==> src/pkg/pap_pkg.sv <==
package pap_pkg;

    // register word offsets (byte addresses)
    localparam logic [7:0] PAP_OFS_PIN_LEVEL = 8'h00;
    localparam logic [7:0] PAP_OFS_LATCH     = 8'h04;
    localparam logic [7:0] PAP_OFS_DIR       = 8'h08;
    localparam logic [7:0] PAP_OFS_ANALOG    = 8'h0c;
    localparam logic [7:0] PAP_OFS_CTRL      = 8'h10;

    // port geometry
    localparam int PAP_PORT_W  = 8;
    localparam int PAP_HOLE    = 4;
    localparam int PAP_CFG_W   = 5;
    localparam int PAP_REMAP_N = 3;

    // pins with special functions
    localparam int PAP_PIN_PARALLEL_ADDR_BIT7   = 1;
    localparam int PAP_PIN_COMPARATOR_REF_OUT  = 2;
    localparam int PAP_PIN_SS     = 5;
    localparam int PAP_PIN_CLKOUT = 6;
    localparam int PAP_PIN_OSCIN  = 7;

    // implemented port positions, position 4 missing
    localparam logic [7:0] PAP_IMPL_MASK = 8'hef;

    // control register fields
    localparam int PAP_CTRL_COMPARATOR_REF_OUT   = 0;
    localparam int PAP_CTRL_OSC_LO  = 1;
    localparam int PAP_CTRL_OSC_HI  = 2;
    localparam int PAP_CTRL_PMP     = 3;
    localparam int PAP_CTRL_RMP_LO  = 4;
    localparam int PAP_CTRL_RMP_HI  = 6;
    localparam logic [7:0] PAP_CTRL_MASK = 8'h7f;

    // reset values
    localparam logic [7:0] PAP_RST_LATCH  = 8'h00;
    localparam logic [7:0] PAP_RST_DIR    = 8'hef;
    localparam logic [4:0] PAP_RST_ANALOG = 5'h00;
    localparam logic [7:0] PAP_RST_CTRL   = 8'h00;

    // cycle clock output is the system clock divided by four
    localparam int PAP_CLKOUT_DIV  = 4;
    localparam int PAP_CLKOUT_HALF = PAP_CLKOUT_DIV / 2;

    typedef enum logic [1:0] {
        PAP_OSC_INTIO,
        PAP_OSC_HS,
        PAP_OSC_RC,
        PAP_OSC_EC
    } pap_osc_mode_t;

endpackage : pap_pkg

==> src/rtl/pap_port.sv <==
// The register addresses and register access over Wishbone were chosen for this implementation.
`timescale 1ns/10ps
module pap_port #(
    parameter bit LARGE_PKG = 1'b1
) (
    // clock and reset
    input  wire logic        ref_clk,
    input  wire logic        nrst,
    input  wire logic        clk_en,
    // wishbone slave
    input  wire logic        wb_cyc_i,
    input  wire logic        wb_stb_i,
    input  wire logic        wb_we_i,
    input  wire logic [7:0]  wb_adr_i,
    input  wire logic [3:0]  wb_sel_i,
    input  wire logic [31:0] wb_dat_i,
    output logic [31:0]      wb_dat_o,
    output logic             wb_ack_o,
    // pads
    input  wire logic [7:0]  pad_in,
    output logic [7:0]       pad_out,
    output logic [7:0]       pad_oe,
    // remappable peripheral pins 0, 1, 5
    input  wire logic [2:0]  remap_out,
    output logic [2:0]       remap_in,
    // parallel port address bit 7
    input  wire logic        parallel_addr_bit7_out,
    output logic             parallel_addr_bit7_in,
    // serial slave select, active low
    output logic             serial_slave_select_n,
    // comparator reference output enable
    output logic             comparator_ref_out
);

    localparam int W = pap_pkg::PAP_PORT_W;

    logic [7:0] output_latch_reg;
    logic [7:0] direction_reg;
    logic [4:0] analog_pin_cfg;
    logic [7:0] ctrl_reg;
    logic       ack_reg;
    logic [31:0] rdata_reg;
    logic [7:0] pin_meta_reg;
    logic [7:0] pin_sync_reg;
    logic       clk_div_reg;
    logic [1:0] div_cnt_reg;

    logic [7:0] analog_vec;
    logic [7:0] osc_owned;
    logic [7:0] din_en;
    logic [7:0] drive_en;
    logic [7:0] out_val;
    logic [7:0] rd_bits;
    logic [7:0] wdata;
    logic       comparator_ref_out_en;
    logic       pmp_en;
    logic [2:0] remap_sel;
    logic       req;
    logic       wr_en;
    logic       clk_out_en;
    logic       take;
    logic       hit_pin_level;
    logic       hit_latch;
    logic       hit_dir;
    logic       hit_analog;
    logic       hit_ctrl;
    logic       wr_latch;
    logic       wr_dir;
    logic       wr_analog;
    logic       wr_ctrl;
    logic [31:0] rd_word;
    pap_pkg::pap_osc_mode_t osc_mode;

    assign wdata     = wb_dat_i[7:0];
    assign req       = wb_cyc_i & wb_stb_i;
    // write lands on the edge where the master sees ack
    assign wr_en     = clk_en & req & ack_reg & wb_we_i & wb_sel_i[0];
    assign comparator_ref_out_en  = ctrl_reg[pap_pkg::PAP_CTRL_COMPARATOR_REF_OUT];
    // parallel port exists only on the large package
    assign pmp_en    = ctrl_reg[pap_pkg::PAP_CTRL_PMP] & LARGE_PKG;
    assign remap_sel =
        ctrl_reg[pap_pkg::PAP_CTRL_RMP_HI:pap_pkg::PAP_CTRL_RMP_LO];
    assign osc_mode  = pap_pkg::pap_osc_mode_t'(
        ctrl_reg[pap_pkg::PAP_CTRL_OSC_HI:pap_pkg::PAP_CTRL_OSC_LO]);
    assign clk_out_en = (osc_mode == pap_pkg::PAP_OSC_RC) ||
                        (osc_mode == pap_pkg::PAP_OSC_EC);

    // request taken on the edge that raises ack
    assign take       = clk_en & req & ~ack_reg;

    // register decode, full byte address compare
    assign hit_pin_level = wb_adr_i == pap_pkg::PAP_OFS_PIN_LEVEL;
    assign hit_latch     = wb_adr_i == pap_pkg::PAP_OFS_LATCH;
    assign hit_dir       = wb_adr_i == pap_pkg::PAP_OFS_DIR;
    assign hit_analog    = wb_adr_i == pap_pkg::PAP_OFS_ANALOG;
    assign hit_ctrl      = wb_adr_i == pap_pkg::PAP_OFS_CTRL;

    // write strobes; port and latch offsets share the latch
    assign wr_latch  = wr_en & (hit_pin_level | hit_latch);
    assign wr_dir    = wr_en & hit_dir;
    assign wr_analog = wr_en & hit_analog;
    assign wr_ctrl   = wr_en & hit_ctrl;

    // wishbone ack, one cycle after the request, dropped after
    always_ff @(posedge ref_clk or negedge nrst) begin
        if (!nrst) begin
            ack_reg <= 1'b0;
        end else if (clk_en) begin
            ack_reg <= req & ~ack_reg;
        end
    end

    // read word of the addressed register, zero when unmapped
    always_comb begin
        case (wb_adr_i)
            pap_pkg::PAP_OFS_PIN_LEVEL:
                rd_word = {24'h00_0000, rd_bits};
            pap_pkg::PAP_OFS_LATCH:
                rd_word = {24'h00_0000, output_latch_reg};
            pap_pkg::PAP_OFS_DIR:
                rd_word = {24'h00_0000, direction_reg};
            pap_pkg::PAP_OFS_ANALOG:
                rd_word = {27'h000_0000, analog_pin_cfg};
            pap_pkg::PAP_OFS_CTRL:
                rd_word = {24'h00_0000, ctrl_reg};
            default:
                rd_word = 32'h0000_0000;
        endcase
    end

    // read data captured together with ack
    always_ff @(posedge ref_clk or negedge nrst) begin
        if (!nrst) begin
            rdata_reg <= 32'h0000_0000;
        end else if (take) begin
            rdata_reg <= rd_word;
        end
    end

    assign wb_ack_o = ack_reg;
    assign wb_dat_o = rdata_reg;

    // output latch: port and latch offsets both write it
    always_ff @(posedge ref_clk or negedge nrst) begin
        if (!nrst) begin
            output_latch_reg <= pap_pkg::PAP_RST_LATCH;
        end else if (wr_latch) begin
            output_latch_reg <= wdata & pap_pkg::PAP_IMPL_MASK;
        end
    end

    always_ff @(posedge ref_clk or negedge nrst) begin
        if (!nrst) begin
            direction_reg <= pap_pkg::PAP_RST_DIR;
        end else if (wr_dir) begin
            direction_reg <= wdata & pap_pkg::PAP_IMPL_MASK;
        end
    end

    // cfg bit 0 selects analog; reset leaves pins 0 to 3 and 5 analog
    always_ff @(posedge ref_clk or negedge nrst) begin
        if (!nrst) begin
            analog_pin_cfg <= pap_pkg::PAP_RST_ANALOG;
        end else if (wr_analog) begin
            analog_pin_cfg <= wdata[pap_pkg::PAP_CFG_W-1:0];
        end
    end

    always_ff @(posedge ref_clk or negedge nrst) begin
        if (!nrst) begin
            ctrl_reg <= pap_pkg::PAP_RST_CTRL;
        end else if (wr_ctrl) begin
            ctrl_reg <= wdata & pap_pkg::PAP_CTRL_MASK;
        end
    end

    // two-stage pad synchroniser
    always_ff @(posedge ref_clk or negedge nrst) begin
        if (!nrst) begin
            pin_meta_reg <= 8'h00;
            pin_sync_reg <= 8'h00;
        end else if (clk_en) begin
            pin_meta_reg <= pad_in;
            pin_sync_reg <= pin_meta_reg;
        end
    end

    // instruction cycle clock, a quarter of the system clock
    always_ff @(posedge ref_clk or negedge nrst) begin
        if (!nrst) begin
            div_cnt_reg <= 2'h0;
            clk_div_reg <= 1'b0;
        end else if (clk_en) begin
            if (div_cnt_reg == 2'(pap_pkg::PAP_CLKOUT_HALF - 1)) begin
                div_cnt_reg <= 2'h0;
                clk_div_reg <= ~clk_div_reg;
            end else begin
                div_cnt_reg <= div_cnt_reg + 2'h1;
            end
        end
    end

    // per-pin function selection
    always_comb begin
        analog_vec = {2'b00, ~analog_pin_cfg[4], 1'b0,
                      ~analog_pin_cfg[3:0]};
        case (osc_mode)
            pap_pkg::PAP_OSC_HS:    osc_owned = 8'hc0;
            pap_pkg::PAP_OSC_RC:    osc_owned = 8'hc0;
            pap_pkg::PAP_OSC_EC:    osc_owned = 8'hc0;
            pap_pkg::PAP_OSC_INTIO: osc_owned = 8'h00;
            default:                osc_owned = 8'h00;
        endcase
    end

    // digital input path
    always_comb begin
        din_en = pap_pkg::PAP_IMPL_MASK & ~analog_vec & ~osc_owned;
        din_en[pap_pkg::PAP_PIN_COMPARATOR_REF_OUT] =
            din_en[pap_pkg::PAP_PIN_COMPARATOR_REF_OUT] & ~comparator_ref_out_en;
    end

    // output driver: analog selection has no effect here
    always_comb begin
        drive_en = pap_pkg::PAP_IMPL_MASK & ~direction_reg
                   & ~osc_owned;
        drive_en[pap_pkg::PAP_PIN_COMPARATOR_REF_OUT] =
            drive_en[pap_pkg::PAP_PIN_COMPARATOR_REF_OUT] & ~comparator_ref_out_en;
        // clock output overrides the direction bit
        drive_en[pap_pkg::PAP_PIN_CLKOUT] =
            clk_out_en | drive_en[pap_pkg::PAP_PIN_CLKOUT];
    end

    // output value: latch unless a peripheral owns the pin
    always_comb begin
        out_val = output_latch_reg;
        if (remap_sel[0]) begin
            out_val[0] = remap_out[0];
        end
        // parallel address wins over remap on pin 1
        if (pmp_en) begin
            out_val[pap_pkg::PAP_PIN_PARALLEL_ADDR_BIT7] = parallel_addr_bit7_out;
        end else if (remap_sel[1]) begin
            out_val[pap_pkg::PAP_PIN_PARALLEL_ADDR_BIT7] = remap_out[1];
        end
        if (remap_sel[2]) begin
            out_val[pap_pkg::PAP_PIN_SS] = remap_out[2];
        end
        if (clk_out_en) begin
            out_val[pap_pkg::PAP_PIN_CLKOUT] = clk_div_reg;
        end
    end

    genvar gi;
    generate
        for (gi = 0; gi < W; gi++) begin : g_pin
            pap_pin_cell u_cell (
                .ref_clk  (ref_clk),
                .nrst     (nrst),
                .clk_en   (clk_en),
                .drive_en (drive_en[gi]),
                .out_val  (out_val[gi]),
                .din_en   (din_en[gi]),
                .pin_sync (pin_sync_reg[gi]),
                .pad_out  (pad_out[gi]),
                .pad_oe   (pad_oe[gi]),
                .rd_bit   (rd_bits[gi])
            );
        end
    endgenerate

    // peripheral inputs, taken only while the direction bit is set
    always_comb begin
        remap_in[0] = direction_reg[0] & rd_bits[0];
        remap_in[1] = direction_reg[1] & rd_bits[1];
        remap_in[2] = direction_reg[pap_pkg::PAP_PIN_SS]
                      & rd_bits[pap_pkg::PAP_PIN_SS];
        parallel_addr_bit7_in = pmp_en
            & direction_reg[pap_pkg::PAP_PIN_PARALLEL_ADDR_BIT7]
            & rd_bits[pap_pkg::PAP_PIN_PARALLEL_ADDR_BIT7];
    end

    // select reads deasserted while pin 5 is no digital input
    assign serial_slave_select_n =
        ~(direction_reg[pap_pkg::PAP_PIN_SS]
          & din_en[pap_pkg::PAP_PIN_SS])
        | pin_sync_reg[pap_pkg::PAP_PIN_SS];
    assign comparator_ref_out = comparator_ref_out_en;

endmodule : pap_port

==> src/rtl/pap_pin_cell.sv <==
`timescale 1ns/10ps
module pap_pin_cell (
    // clock and reset
    input  wire logic ref_clk,
    input  wire logic nrst,
    input  wire logic clk_en,
    // control from the port
    input  wire logic drive_en,
    input  wire logic out_val,
    input  wire logic din_en,
    input  wire logic pin_sync,
    // pad side
    output logic      pad_out,
    output logic      pad_oe,
    // read path
    output logic      rd_bit
);

    always_ff @(posedge ref_clk or negedge nrst) begin
        if (!nrst) begin
            pad_out <= 1'b0;
            pad_oe  <= 1'b0;
        end else if (clk_en) begin
            pad_out <= out_val;
            pad_oe  <= drive_en;
        end
    end

    // disabled digital input reads as zero
    assign rd_bit = din_en & pin_sync;

endmodule : pap_pin_cell

==> config.mk <==
export PLATFORM = sky130hd
export DESIGN_NAME = pap_port
export DESIGN_NICKNAME = d
export VERILOG_FILES = /design/src/pkg/pap_pkg.sv /design/src/rtl/pap_port.sv /design/src/rtl/pap_pin_cell.sv
export SDC_FILE = /design/constraint.sdc
export NUM_CORES = 1
export LEC_CHECK = 0
export BUFFER_PORTS_ARGS = -buffer_cell sky130_fd_sc_hd__buf_2
export CORE_MARGIN = 3
export CORE_UTILIZATION = 32
export DETAILED_ROUTE_END_ITERATION = 10
export GPL_TIMING_DRIVEN = 1
export HOLD_SLACK_MARGIN = 0.12
export PLACE_DENSITY = 0.56
export RECOVER_POWER = 50
export SYNTH_ARGS = -nofsm -noshare
export SYNTH_HDL_FRONTEND = slang
export SYNTH_SLANG_ARGS = --single-unit
==> constraint.sdc <==
create_clock -name ref_clk -period 1.72 [get_ports ref_clk]
set_input_delay 0.086 -clock ref_clk [delete_from_list [all_inputs] [get_ports ref_clk]]
set_output_delay 0.086 -clock ref_clk [all_outputs]
set_load 0.01 [all_outputs]
# After elaboration in Yosys (flattened, before gate mapping)
# Cells that the tools add are included.
[classes] muxes=8 n_addsub=1 bitwise_logic=41 shifts=0 multipliers=0 div_mod_pow=0 reduce_logical=5 magnitude_cmp=0 n_eq_ne=8
[op_table] operator="$pmux 8 s5" count=1
[op_table] operator="$and 1x1->1" count=27
[op_table] operator="$and 8x8->8" count=2
[op_table] operator="$eq 8x4->1 const B" count=2
[op_table] operator="$not 8->8" count=2
[op_table] operator="$pmux 8 s2" count=1
[op_table] operator="$eq 8x3->1 const B" count=1
[op_table] operator="$eq 8x5->1 const B" count=1
[op_table] operator="$logic_not 8->1" count=1
[op_table] operator="$not 6->8" count=1
[op_table] operator="$mux 1" count=5
[op_table] operator="$not 1->1" count=5
[op_table] operator="$eq 2x1->1 const B" count=2
[op_table] operator="$eq 2x2->1 const B" count=2
[op_table] operator="$not 4->4" count=1
[op_table] operator="$or 1x1->1" count=3
[op_table] operator="$reduce_or 3->1" count=1
[op_table] operator="$add 2x1->2 const B" count=1
[op_table] operator="$logic_not 2->1" count=1
[op_table] operator="$mux 2" count=1
[op_table] operator="$reduce_and 2->1" count=1
[op_table] operator="$logic_or 1x1->1" count=1
[totals] latch_bits=0 elab_cells=88 n_memories=0 output_inout_bits=55 in_bits=62 mem_bits_rw=0 ff_bits=93 romBits=0

# Depth between registers and ports, before layout
[depth] word_depth=8 ltp_mapped=5 ltp_nobuf=4

# Modules after synthesis
# A second synthesis with hierarchy kept.
[unflattened] cells_unflattened=260 hier_area_um2=3321.9
[by_module_without_submodules] mod="pap_port" area_each_um2=2691.3 n_inst=1 cells_each=220 seq_area_each_um2=1360.1
[by_module_without_submodules] mod="pap_pin_cell" area_each_um2=78.8 n_inst=8 cells_each=5 seq_area_each_um2=50.0

# Worst setup path after synthesis
# Ideal clock, no wire load.
[synth_timing] path_type="input to register" from="input wb_adr_i[5]" to="register output_latch_reg[0]" required_time_ps=1595 arrival_ps=1607 setup_ps=125 cell_stages=4 slack_ps=-12 cell_sequence="or4_4 -> or3_4 -> nor3_4 -> mux2_2"
[synth_between] elab_chain_len=3 word_cells_on_any_way=4
[synth_lines] item="from (decl)" line="pap_port.sv:14" rtl="input wire logic [7:0] wb_adr_i,"
[synth_lines] item="$eq 8x3->1 or $logic_not 8->1 (tied branches)" line="pap_port.sv:93, pap_port.sv:92"
[synth_lines] item="$or 1x1->1 *" line="pap_port.sv:99" rtl="assign wr_latch = wr_en & (hit_pin_level | hit_latch);"
[synth_lines] item="$and 1x1->1 *" line="pap_port.sv:99"
[synth_lines] item="to (signal assigned)" line="pap_port.sv:146" rtl="output_latch_reg <= pap_pkg::PAP_RST_LATCH;"
[synth_lines] item="to (signal assigned)" line="pap_port.sv:148" rtl="output_latch_reg <= wdata & pap_pkg::PAP_IMPL_MASK;"
[synth_lines] item="to (decl)" line="pap_port.sv:37" rtl="logic [7:0] output_latch_reg;"
# Mark *: on every way between the ends. The rest lies on a longest branch, timed or not.
# A chain may end at the register's enable or synchronous reset.

# Worst setup path after layout
[layout_timing] from="input wb_adr_i[5]" to="register analog_pin_cfg[0]"
[layout_between] elab_chain_len=2
[layout_lines] item="$eq 8x4->1" line="pap_port.sv:95" rtl="assign hit_analog = wb_adr_i == pap_pkg::PAP_OFS_ANALOG;"
[layout_lines] item="$and 1x1->1" line="pap_port.sv:101" rtl="assign wr_analog = wr_en & hit_analog;"
[layout_lines] item="to (signal assigned)" line="pap_port.sv:163" rtl="analog_pin_cfg <= pap_pkg::PAP_RST_ANALOG;"
[layout_lines] item="to (signal assigned)" line="pap_port.sv:165" rtl="analog_pin_cfg <= wdata[pap_pkg::PAP_CFG_W-1:0];"
[layout_lines] item="to (decl)" line="pap_port.sv:39" rtl="logic [4:0] analog_pin_cfg;"
# Every way passes these cells.

==> flow_summary.yaml <==
grt:
  grt_pass1_vias: 2230
  grt_first_pass_wirelength_um: 11900
  grt_antenna_before_repair: 0
  grt-ovfl-total: 0
  grtUsageTotal_pct: 13.6
  grt_start_max_net_pins: 67
layout:
  layout_commonest_cell: "buf_2"
  finalNetCount: 420
  antenna_diode_count: 0
  mostFrequentLayoutCells: "buf_2 (62), dfrtp_1 (59), mux2_2 (46)"
  finish.utilization_pct: 41.4
  fillerInstances: 954
  ratio_of_cells_with_drive_above_1_in_the_final_layout_pct: 41.7
  largest_register_ff_count: 8
  area.growth.synth_to_final_pct: 22.4
yosys:
  synth_seq_cells: 66
  syn_area_um2: 3200
  synth_xor_area_share_pct: 0.547
  synth_compound_area_share_pct: 7.15
  synthesis.area_per_instance_um2: 11.7
  yosys_most_used_dff: "dfrtp_1"
  synth.mux.area_fraction_pct: 18.1
  synth_cell_type_count: 38
  cell_type_contributing_the_most_total_cell_area_after_synthesis: "dfrtp_1"
  ys_top_cells_by_area: "dfrtp_1 (46%), mux2_2 (16%), buf_4 (9.4%), dfstp_2 (5.7%), nand2_1 (2.3%)"
  ys.warnings.count: 0
  synth-seq-area-share_pct: 51.9
  ys_async_sr_fraction_pct: 100
  synth_top_cell_area_share_pct: 46.1
  synth_top_family_by_area: "multiplexers"
  post_synth_fa_ha_maj_area_fraction_pct: 0
  post_synth_and_or_nand_nor_area_fraction_pct: 11.6
  synth_enable_flop_cells: 0
  postSynthCellCount: 274
die:
  chipHeight_um: 106
  row_count: 35
  start_util_pct: 33.8
  floorplan.die.width_um: 106
  design.die.area_um2: 11200
  top_level_ports: 117
  coreArea_um2: 9460
clocking:
  cts-buffers-inserted: 9
  post-cts-setup-buffers: 0
  tritoncts_clock_tree: "done"
  cts-root-to-sink-buffers: 2
  clock_root_cell: "clkbuf_8"
  clock_latency_on_the_worst_skew_pair_ns: 0.33
  worst_setup_hold_path_clk_slew_ns: 0.07
  cts_htree_levels: 3
  cts_sinks: 66
power:
  max-vdd-ir-drop_v: 0.000309
  power_density_nw_per_um2: 873
  power.static_leakage_uw: 0.00191
  total_power_uw: 3420
route:
  routed_metal_1_wirelength_um: 3480
  dr.max_layer_used: "met4"
  viasPerCell: 4.59
  met3_wirelength_um: 504
  detailedRoute.firstIterationViolations: 129
  detail-route-antenna-nets: 0
  drt_wl_total_um: 7370
  routed-wl-met2_um: 3270
  drtPass1Iterations: 4
  dr_total_vias: 2252
  detail_route.drc_violations: 0
  routedWlPerCell_um: 15.0
critical_path:
  worst-path-max-fanout: 5
  worstPathCellList: "buf_2, or4_4, or3_4, nor3_4, mux2_2"
  worst_path_largest_cell_delay_ns: 0.53
  timing.setup.critical_path_class: "in2reg"
  critPathSlowestCell: "or4_4"
  critical_path_arrival_ns: 1.86
  worstSetupStartpointType: "input pin"
  endpoint_kind: "register"
  required_ns: 1.94
timing:
  timing.max_slew.rel_slack_pct: 38.6
  grt_setup_unrepaired: "no"
  period_share_pct: 95.7
  layout_setup_ws_ns: 0.0737
  totalNegativeSetupSlack_ns: 0
  fin_worst_hold_slack_ns: 0.162
  timing.final.crit_period_ns: 1.65
  setup_violating_endpoint_count_in_the_final_report: 0
  worst-slew-pin-transition_ns: 0.921
  hold_viol: 0
  skew_ns: 0.00706
  timing_max_transition_violations_final: 0
  max_freq_mhz: 607
min_path:
  timing.hold.worst.class: "in2reg"
placement:
  post_detailed_placement_half_perimeter_wirelength_um: 5360
  placement.io_buffers: 62
  dpl_worst_slack_ns: -0.201
  place.gp.congestion: 0.803
job:
  timing.max_cap.violations: 0
outcome:
  status: "finished clean"
-- critical path, delay by kind of cell --
family                 cells  cell delay, ns
buffers and inverters      1            0.11
multiplexers               1            0.38
AND/OR/NAND/NOR            3            1.28
-- where the power goes --
part	total [uW]	internal (uW)	switching, uW	leakage (uW)
logic	420	195	224	0.000994
registers	1740	1670	73.7	0.000816
clock network	1260	698	561	0.0000962
-- timing repair --
action / 4_1_cts / 5_1_grt
gates resized for setup: 0 / 0
hold buffers: 19 / 0
endpoints found under the setup margin: 0 / 6
endpoints found under the hold margin: 102 / 0
-- cell families (layout without fill, tap and decap cells) --
family          Yosys count  after routing
mux                      52             52
flops                    66             66
other cells               1             26
simple gates             67             67
xor+xnor                  2              2
compound gates           37             37
buf+inv                  49            112
-- path summary, 6_finish.rpt --
| check | from | endpoint | slack [ns] | cells past startpoint |
|---|---|---|---|---|
| max in group asynchronous | nrst | g_pin[2].u_cell.pad_oe | 0.60 | 3 |
| min reg2reg | div_cnt_reg[0] | div_cnt_reg[0] | 0.47 | 1 |
| max reg2reg | wb_ack_o | direction_reg[2] | 0.09 | 4 |
| min in group asynchronous | nrst | pin_meta_reg[1] | 0.51 | 3 |
| max | wb_adr_i[5] | analog_pin_cfg[0] | 0.07 | 5 |
| min | wb_stb_i | wb_dat_o[7] | 0.16 | 4 |
-- metal layers --
metal | global-route usage [%] | vias to the layer above
met4 | 6.48 | 0
met3 | 3.10 | 11
met2 | 20.1 | 83
li1 | - | 1065
met1 | 18.9 | 1093
met5 | 0 | -
-- metrics by stage --
stage,std cells,instance area (um^2)
finish,491,3920
global placement,457,3550
floorplan,299,3300
detailed placement,457,3550
CTS,491,3930
global route,491,3920
-- synth_stat cells (4+ instances only) --
cell      number
a21oi_1        9
a22o_1         5
a31oi_1        5
and3_1         4
buf_4         40
clkbuf_1       5
dfrtp_1       59
dfstp_2        7
mux2_2        46
mux2i_1        6
nand2_1       20
nand3_1        5
nor2_1        19
o21ai_0       11
-- cell type report --
type	count	area [um^2]	share of cell area (%)
flip-flops and latches	66	1660	42.4
multi-input cells	184	1290	33.0
repair buffers	96	613	15.6
well taps	129	161	4.12
clock buffers	12	145	3.70
clock inverters	3	40.0	1.02
inverters	1	3.75	0.0958
Note: power is estimated with default switching activity, not from simulation.
